<file path="config.mk">
export PLATFORM = sky130hd
export DESIGN_NAME = acc_top
export DESIGN_NICKNAME = d
export VERILOG_FILES = /design/src/rtl/acc_pkg.sv /design/src/rtl/acc_sync.sv /design/src/rtl/acc_edge.sv /design/src/rtl/acc_top.sv
export VERILOG_INCLUDE_DIRS = /design/src /design/src/rtl
export SDC_FILE = /design/constraint.sdc
export NUM_CORES = 1
export LEC_CHECK = 0
export BUFFER_PORTS_ARGS = -buffer_cell sky130_fd_sc_hd__buf_2
export CAP_MARGIN = 20
export CORE_MARGIN = 5
export CORE_UTILIZATION = 40
export CTS_CLUSTER_SIZE = 14
export DETAILED_ROUTE_END_ITERATION = 10
export GPL_TIMING_DRIVEN = 0
export PLACE_DENSITY_LB_ADDON = 0.25
export RECOVER_POWER = 50
export SYNTH_ARGS = -nofsm -noshare
export SYNTH_HDL_FRONTEND = slang
export SYNTH_HIERARCHICAL = 1
export SYNTH_SLANG_ARGS = --single-unit
</file>
<file path="constraint.sdc">
create_clock -name clk_i -period 4.55 [get_ports clk_i]
set_input_delay 0.6825 -clock clk_i [delete_from_list [all_inputs] [get_ports clk_i]]
set_output_delay 0.6825 -clock clk_i [all_outputs]
set_load 0.05 [all_outputs]
</file>
<file path="src/rtl/acc_cfg.svh">
// register offsets, field positions, reset values for the comparator control block
// assumes a 32-bit classic wishbone slave with byte addresses, one word per register
`ifndef ACC_CFG_SVH
`define ACC_CFG_SVH

// number of comparators
`define ACC_NUM 3
// byte offsets
`define ACC_OFF_CTL_BASE 8'h00
`define ACC_OFF_CTL_STEP 8'h04
`define ACC_OFF_STATUS 8'h0C
`define ACC_OFF_FLAG 8'h10
`define ACC_OFF_IEN 8'h14
`define ACC_OFF_IRQCTL 8'h18
// control field positions
`define ACC_CTL_ENABLE 7
`define ACC_CTL_PIN_OUT 6
`define ACC_CTL_INVERT 5
`define ACC_CTL_EVSEL_HI 4
`define ACC_CTL_EVSEL_LO 3
`define ACC_CTL_REF_SEL 2
// irq control field positions
`define ACC_IRQ_PERIPH 6
`define ACC_IRQ_GLOBAL 7
// reset values
`define ACC_CTL_RST 8'h1F
`define ACC_FLAG_RST 3'h0
`define ACC_IEN_RST 3'h0

`endif

</file>
<file path="src/rtl/acc_pkg.sv">
// types shared by the comparator control block
// field order of acc_ctl_s matches the control register bit layout
package acc_pkg;

	typedef enum logic [1:0] {
		ACC_EV_OFF = 2'h0,
		ACC_EV_RISE = 2'h1,
		ACC_EV_FALL = 2'h2,
		ACC_EV_ANY = 2'h3
	} acc_evsel_e;

	// one control register, bit 7 down to bit 0
	typedef struct packed {
		logic enable;
		logic cmp_pin_out_enable;
		logic cmp_out_invert;
		acc_evsel_e event_select;
		logic noninv_ref_select;
		logic [1:0] inv_channel_select;
	} acc_ctl_s;

	// controls handed to one analog comparator core
	typedef struct packed {
		logic power_en;
		logic noninv_ref_select;
		logic [1:0] inv_channel_select;
	} acc_ana_s;

endpackage

</file>
<file path="src/rtl/acc_sync.sv">
// two-stage synchroniser for the asynchronous comparator outputs
// assumes inputs may change at any time relative to clk_i
`timescale 1ns/1ps

module acc_sync #(
	parameter int W = 3
) (
	input wire logic clk_i,
	input wire logic rst_i,
	input wire logic [W-1:0] async_i,
	output logic [W-1:0] sync_o
);

	genvar b;
	generate
		for (b = 0; b < W; b++)
		begin : g_bit
			logic meta_q;
			logic stab_q;
			// first flop feeds only the second one
			always_ff @(posedge clk_i)
			begin
				if (rst_i)
				begin
					meta_q <= 1'b0;
					stab_q <= 1'b0;
				end
				else
				begin
					meta_q <= async_i[b];
					stab_q <= meta_q;
				end
			end
			assign sync_o[b] = stab_q;
		end
	endgenerate

endmodule

</file>
<file path="src/rtl/acc_edge.sv">
// transition detector for one polarity-adjusted comparator output
// assumes level_i is already synchronous to clk_i
`timescale 1ns/1ps

module acc_edge (
	input wire logic clk_i,
	input wire logic rst_i,
	input wire logic level_i,
	input wire acc_pkg::acc_evsel_e evsel_i,
	output logic event_o
);

	logic prev_q;
	logic rise;
	logic fall;

	// previous level, cleared with the comparators off
	always_ff @(posedge clk_i)
	begin
		if (rst_i)
			prev_q <= 1'b0;
		else
			prev_q <= level_i;
	end

	assign rise = level_i & ~prev_q;
	assign fall = ~level_i & prev_q;

	// event selection per mode
	always_comb
	begin
		unique case (evsel_i)
			acc_pkg::ACC_EV_OFF: event_o = 1'b0;
			acc_pkg::ACC_EV_RISE: event_o = rise;
			acc_pkg::ACC_EV_FALL: event_o = fall;
			acc_pkg::ACC_EV_ANY: event_o = rise | fall;
		endcase
	end

endmodule

</file>
<file path="src/rtl/acc_top.sv">
// control and event logic around three analog comparators
// assumes a classic wishbone master and asynchronous comparator core outputs
//
// Contract
// - a comparator runs only while its enable bit is set; clear means off
// - two-bit select routes one of three pins or bandgap to inverting input
// - select 11 bandgap, 10 shared pin b, 01 pin c, 00 own default pin
// - reference select 0 picks pin a, 1 picks programmable reference
// - eight input combinations per comparator, each set independently
// - output high when non-inverting input is higher; invert bit flips it
// - outputs readable as read-only status, comparator 1 at bit 0
// - pin output enable routes output to remappable pin; tristate still gates
// - event select 01 flags rising, 10 flags falling transitions
// - event select 11 flags any change of output
// - event select 00 never sets the flag
// - transitions are detected on the polarity-adjusted output
// - flags stay set until written zero; writing one sets them
// - request needs flag, its enable, peripheral and global enables
// - selecting event select 11 sets the flag itself
// - reset returns all control registers to reset state, comparators off
//
// Local design decisions: the address map and register access over Wishbone.
`timescale 1ns/1ps
`include "acc_cfg.svh"

module acc_top (
	input wire logic clk_i,
	input wire logic rst_i,
	input wire logic wb_cyc_i,
	input wire logic wb_stb_i,
	input wire logic wb_we_i,
	input wire logic [7:0] wb_adr_i,
	input wire logic [3:0] wb_sel_i,
	input wire logic [31:0] wb_dat_i,
	output logic [31:0] wb_dat_o,
	output logic wb_ack_o,
	input wire logic [2:0] cmp_raw_i,
	input wire logic [2:0] pin_tristate_bit_i,
	output acc_pkg::acc_ana_s [2:0] analog_ctl_o,
	output logic [2:0] remappable_pin_sel_o,
	output logic [2:0] remappable_pin_out_o,
	output logic [2:0] remappable_pin_oe_n_o,
	output logic irq_o
);

	acc_pkg::acc_ctl_s [2:0] ctl_q;
	logic [2:0] adj_q;
	logic [2:0] flag_q;
	logic [2:0] ien_q;
	logic periph_en_q;
	logic global_en_q;
	logic ack_q;
	logic [31:0] dat_q;
	acc_pkg::acc_ana_s [2:0] ana_q;
	logic [2:0] pin_sel_q;
	logic [2:0] pin_oe_n_q;
	logic irq_q;
	logic [2:0] sync;
	logic [2:0] event_hit;
	logic [2:0] cfg_set;
	logic [2:0] ctl_wr;
	logic wr;
	logic flag_wr;
	logic [31:0] rdata;

	// a write lands at the edge where the master sees ack
	assign wr = wb_cyc_i & wb_stb_i & wb_we_i & ack_q & wb_sel_i[0];
	assign flag_wr = wr & (wb_adr_i == `ACC_OFF_FLAG);

	// single-cycle wait: ack one edge after the request, then dropped
	always_ff @(posedge clk_i)
	begin
		if (rst_i)
			ack_q <= 1'b0;
		else
			ack_q <= wb_cyc_i & wb_stb_i & ~ack_q;
	end

	// read mux, unmapped words read zero
	always_comb
	begin
		rdata = 32'h0000_0000;
		unique case (wb_adr_i)
			`ACC_OFF_CTL_BASE: rdata = {24'h00_0000, ctl_q[0]};
			`ACC_OFF_CTL_BASE + `ACC_OFF_CTL_STEP: rdata = {24'h00_0000, ctl_q[1]};
			`ACC_OFF_CTL_BASE + 8'h08: rdata = {24'h00_0000, ctl_q[2]};
			`ACC_OFF_STATUS: rdata = {29'h0000_0000, adj_q};
			`ACC_OFF_FLAG: rdata = {29'h0000_0000, flag_q};
			`ACC_OFF_IEN: rdata = {29'h0000_0000, ien_q};
			`ACC_OFF_IRQCTL: rdata = {24'h00_0000, global_en_q, periph_en_q, 6'h00};
			default: rdata = 32'h0000_0000;
		endcase
	end

	// read data captured with the ack
	always_ff @(posedge clk_i)
	begin
		if (rst_i)
			dat_q <= 32'h0000_0000;
		else if (wb_cyc_i & wb_stb_i & ~ack_q)
			dat_q <= rdata;
	end

	assign wb_ack_o = ack_q;
	assign wb_dat_o = dat_q;

	acc_sync #(
		.W(3)
	) u_sync (
		.clk_i(clk_i),
		.rst_i(rst_i),
		.async_i(cmp_raw_i),
		.sync_o(sync)
	);

	genvar i;
	generate
		for (i = 0; i < `ACC_NUM; i++)
		begin : g_cmp
			assign ctl_wr[i] = wr &
				(wb_adr_i == `ACC_OFF_CTL_BASE + 8'(4 * i));
			assign cfg_set[i] = ctl_wr[i] &
				(wb_dat_i[`ACC_CTL_EVSEL_HI:`ACC_CTL_EVSEL_LO] == 2'h3);

			// control register, each comparator on its own word
			always_ff @(posedge clk_i)
			begin
				if (rst_i)
					ctl_q[i] <= `ACC_CTL_RST;
				else if (ctl_wr[i])
					ctl_q[i] <= wb_dat_i[7:0];
			end

			// polarity-adjusted output; a disabled comparator reads low
			always_ff @(posedge clk_i)
			begin
				if (rst_i)
					adj_q[i] <= 1'b0;
				else if (!ctl_q[i].enable)
					adj_q[i] <= 1'b0;
				else
					adj_q[i] <= sync[i] ^ ctl_q[i].cmp_out_invert;
			end

			// edges seen after the polarity stage
			acc_edge u_edge (
				.clk_i(clk_i),
				.rst_i(rst_i),
				.level_i(adj_q[i]),
				.evsel_i(ctl_q[i].event_select),
				.event_o(event_hit[i])
			);

			// sticky flag, hardware set wins over a software clear
			always_ff @(posedge clk_i)
			begin
				if (rst_i)
					flag_q[i] <= 1'b0;
				// write zero clears, write one sets
				else if (flag_wr)
					flag_q[i] <= wb_dat_i[i] | event_hit[i] | cfg_set[i];
				else
					flag_q[i] <= flag_q[i] | event_hit[i] | cfg_set[i];
			end

			// analog core controls, registered straight to the pins
			always_ff @(posedge clk_i)
			begin
				if (rst_i)
					ana_q[i] <= '0;
				else
				begin
					// power follows enable, off is lowest current
					ana_q[i].power_en <= ctl_q[i].enable;
					ana_q[i].noninv_ref_select <= ctl_q[i].noninv_ref_select;
					// inverting mux select, encoding passed as is
					// 11 bandgap, 10 shared b, 01 c, 00 default
					ana_q[i].inv_channel_select <= ctl_q[i].inv_channel_select;
				end
			end

			// pin path: mux select plus driver enable
			always_ff @(posedge clk_i)
			begin
				if (rst_i)
				begin
					pin_sel_q[i] <= 1'b0;
					pin_oe_n_q[i] <= 1'b1;
				end
				else
				begin
					// tristate bit still gates the driver
					pin_sel_q[i] <= ctl_q[i].cmp_pin_out_enable;
					pin_oe_n_q[i] <= ~(ctl_q[i].cmp_pin_out_enable &
						~pin_tristate_bit_i[i]);
				end
			end
		end
	endgenerate

	// interrupt enables and gating bits
	always_ff @(posedge clk_i)
	begin
		if (rst_i)
		begin
			ien_q <= `ACC_IEN_RST;
			periph_en_q <= 1'b0;
			global_en_q <= 1'b0;
		end
		else
		begin
			if (wr & (wb_adr_i == `ACC_OFF_IEN))
				ien_q <= wb_dat_i[2:0];
			if (wr & (wb_adr_i == `ACC_OFF_IRQCTL))
			begin
				periph_en_q <= wb_dat_i[`ACC_IRQ_PERIPH];
				global_en_q <= wb_dat_i[`ACC_IRQ_GLOBAL];
			end
		end
	end

	// request needs all three enables; flags set regardless
	always_ff @(posedge clk_i)
	begin
		if (rst_i)
			irq_q <= 1'b0;
		else
			irq_q <= (|(flag_q & ien_q)) & periph_en_q & global_en_q;
	end

	assign analog_ctl_o = ana_q;
	assign remappable_pin_sel_o = pin_sel_q;
	assign remappable_pin_out_o = adj_q;
	assign remappable_pin_oe_n_o = pin_oe_n_q;
	assign irq_o = irq_q;

	generate
		for (i = 0; i < `ACC_NUM; i++)
		begin : g_chk

		end
	endgenerate
endmodule

</file>
==> reports/results.ini <==
[timing]
fin_skew_ns = 0.008907
slew_headroom_pct = 57.08
slew_violations = 0
setup-tns-final_ns = 0
post-route-min-period_ns = 2.007
max_freq_mhz = 498.2
finalCritPeriodShare_pct = 44.12
hold_viol_final = 0
grt_setup_unrepaired = false
holdWs_ns = 0.4393
setup_viol = 0
worst_pin_slew_ns = 0.6438

[power_and_ir_drop]
p_leak_nw = 1.729
p_int_w = 0.001044
pwr-share-clk_pct = 44.0
swShare_pct = 25.45
power_density_mw_per_mm2 = 362.5
power.switching_w = 0.0003565
combPwrFrac_pct = 10.4
vdd_drop_max_mv = 0.2331
pwr-share-seq_pct = 45.6

[worst_hold_path]
hold_class = flip-flop to flip-flop

[drt]
vias = 2516
wl_per_cell_microns = 14.60
drc_errors = 0
drtPass1Iterations = 4
ant_nets = 0
drtIter0Drc = 116
routed_via_density = 4.857
wirelength_microns = 7562

[clocking]
clk_latency_ns = 0.36
max-clock-path-buffers = 2
post_cts_buffers = 0
clkTransAtPathRegs_ns = 0.08
cts_tree = yes
postCtsResizedCells = 0
clock-sinks = 72
cts_root_buf = clkbuf_8
hold_buffers = 0
cts.htree.levels = 3
numCtsBuffers = 9

[final_layout]
drive_gt1_share_pct = 20.67
diodes = 0
nFillCells = 763
seq_area_sq_mm = 0.001441
multiInputGateArea_sq_mm = 0.001483
area_delta_synth_final_pct = 22.39
fin_nets = 472

[grt]
antenna_found_initial = 0
grt_start_max_net_pins = 14
overflow = 0
grt_pass1_wl_microns = 11940
grt_use_total_pct = 15.69
grt_pass1_vias = 2383

[logic_synthesis]
syn_avg_cell_area_sq_um = 9.838
syn_area_sq_mm = 0.003158
synth_edf_count = 0
synth_cell_types = 45
synth_cells = 321
ys_seq_area_share_pct = 45.64
async_flop_share_pct = 0
synth-seq-cells = 72
ys.flop_type = dfxtp_1
yosys_warnings = 6

[die]
die_y_microns = 98.86
num_io_pins = 110
fp.coreArea_sq_mm = 0.007727
die-area_sq_mm = 0.009772
die_x_microns = 98.86
fp-row-count = 32
start_util_pct = 40.87

[run]
maxCapViolations = 0

[worst_setup_path]
startpoint_type = input pin
critPathRequiredTime_ns = 4.80
worstPathArrival_ns = 2.26
path_max_fanout = 10
endpoint_kind = flip-flop
path_class = input pin to flip-flop

[placement]
gp_congestion = 0.8473
io_buffers = 56
dp_hpwl_microns = 5594

[status]
status = finished, final reports clean

synth_stat cells, types with 2 or more instances:
| library cell | instances | share of area [%] |
|---|---|---|
| o2bb2ai_1 | 5 | 1.4 |
| nor3b_1 | 2 | 0.48 |
| ha_1 | 6 | 2.4 |
| dfxtp_1 | 72 | 46 |
| a22oi_1 | 4 | 0.95 |
| and3b_1 | 2 | 0.55 |
| buf_2 | 3 | 0.48 |
| nand3b_1 | 5 | 1.2 |
| a211o_1 | 15 | 4.2 |
| nand4_1 | 6 | 1.2 |
| a21oi_1 | 7 | 1.1 |
| nor4b_4 | 2 | 1.5 |
| o21ai_0 | 4 | 0.63 |
| nand2b_1 | 3 | 0.59 |
| nor3_1 | 3 | 0.48 |
| inv_1 | 13 | 1.5 |
| and2_1 | 3 | 0.59 |
| nor2_1 | 38 | 4.5 |
| nand2_1 | 6 | 0.71 |
| clkbuf_1 | 8 | 0.95 |
| a32oi_1 | 4 | 1.1 |
| and3_1 | 2 | 0.40 |
| nor2b_1 | 27 | 5.3 |
| xor2_1 | 3 | 0.83 |
| a221oi_1 | 3 | 0.83 |
| and4_1 | 2 | 0.55 |
| mux2i_1 | 23 | 7.3 |
| o21ai_1 | 6 | 0.95 |
| buf_4 | 28 | 6.7 |
final timing paths:
check                         startpoint  cells past startpoint                     end  slack, ns
setup / recovery             wb_adr_i[2]                      5                ctl_q[9]       2.54
hold / removal    u_sync/g_bit[0].meta_q                      1  u_sync/g_bit[0].stab_q       0.44
setup reg to reg                wb_ack_o                      5                ctl_q[2]       2.74
hold reg to reg   u_sync/g_bit[0].meta_q                      1  u_sync/g_bit[0].stab_q       0.44
state kept, by name, indices dropped and copies added (netlist names), 3 cells and up:
register / cells
u_sync/g_bit.meta_q: 3
remappable_pin_sel_o: 3
flag_q: 3
ctl_q: 24
u_sync/g_bit.stab_q: 3
wb_dat_o: 8
analog_ctl_o: 12
ien_q: 3
g_cmp.u_edge/prev_q: 3
remappable_pin_oe_n_o: 3
remappable_pin_out_o: 3
worst max-delay path, stage by stage:
cell and delay (ns):
clkbuf_2 0.23, nor4b_4 0.46, nand4_1 0.29, buf_4 0.27, a211o_1 0.31
layout make-up:
class	count	share of cell area, %
plain buffers	41	7.025
clock buffers	10	3.302
clock inverters	6	3.011
inverters	13	1.263
multi-input cells	218	38.36
flip-flops and latches	72	37.29
well taps	102	3.302
repair buffers	56	6.442
power groups by stage:
stage,Combinational [W],Clock (W),Sequential (W)
finish,0.000146,0.000617,0.000638
global route,0.000155,0.000652,0.000639
CTS,0.000147,0.000626,0.000638
detailed placement,0.000147,0,0.000653
global placement,0.000146,0,0.000653
floorplan,0.0000930,0,0.000670
logic make-up (layout without fill, tap and decap cells):
family | Yosys count | in the layout | share of synthesized area (%)
adders and majority gates | 6 | 6 | 2.377
muxes | 24 | 24 | 8.003
and+or+nand+nor | 108 | 108 | 20.44
DFF | 72 | 72 | 45.64
buffers and inverters | 54 | 126 | 10.14
other | 1 | 24 | 0.1187
AOI/OAI and AO/OA | 53 | 53 | 12.44
xor gates and xnor gates | 3 | 3 | 0.8322
cell usage in the layout, fill, tap and decap left out, types with 4 or more instances in the layout:
master,synthesis,final
inv_1,13,13
nand2_1,6,6
nand4_1,6,6
o21ai_1,6,6
clkbuf_8,0,9
dfxtp_1,72,72
o21ai_0,4,4
conb_1,1,24
nand3b_1,5,5
clkbuf_1,8,34
a211o_1,15,15
a21oi_1,7,7
a32oi_1,4,4
nor2b_1,27,27
ha_1,6,6
o2bb2ai_1,5,5
buf_2,3,34
a22oi_1,4,4
mux2i_1,23,23
nor2_1,38,38
buf_4,28,28
stage by stage:
stage,std cells,utilization [%],power [W],setup WS (ns),instance area [sq um]
CTS,518,50.42,0.001411,2.525,3896
finish,518,50.02,0.001401,2.543,3865
global route,518,50.02,0.001447,2.386,3865
global placement,502,47.26,0.0007990,2.158,3652
floorplan,344,-,0.0007631,2.542,3244
detailed placement,502,47.26,0.0008000,2.157,3652
per-layer routing:
metal  share of wire, %  wire [microns]  vias up  global-route usage (%)
met5                  0               0        -                       0
met3                9.2             692       15                   5.662
met4                2.0             149        0                   6.933
met2                 47            3529       96                   25.00
li1                   -               -     1248                       -
met1                 42            3191     1157                   18.99
(Power assumes the default switching activity.)
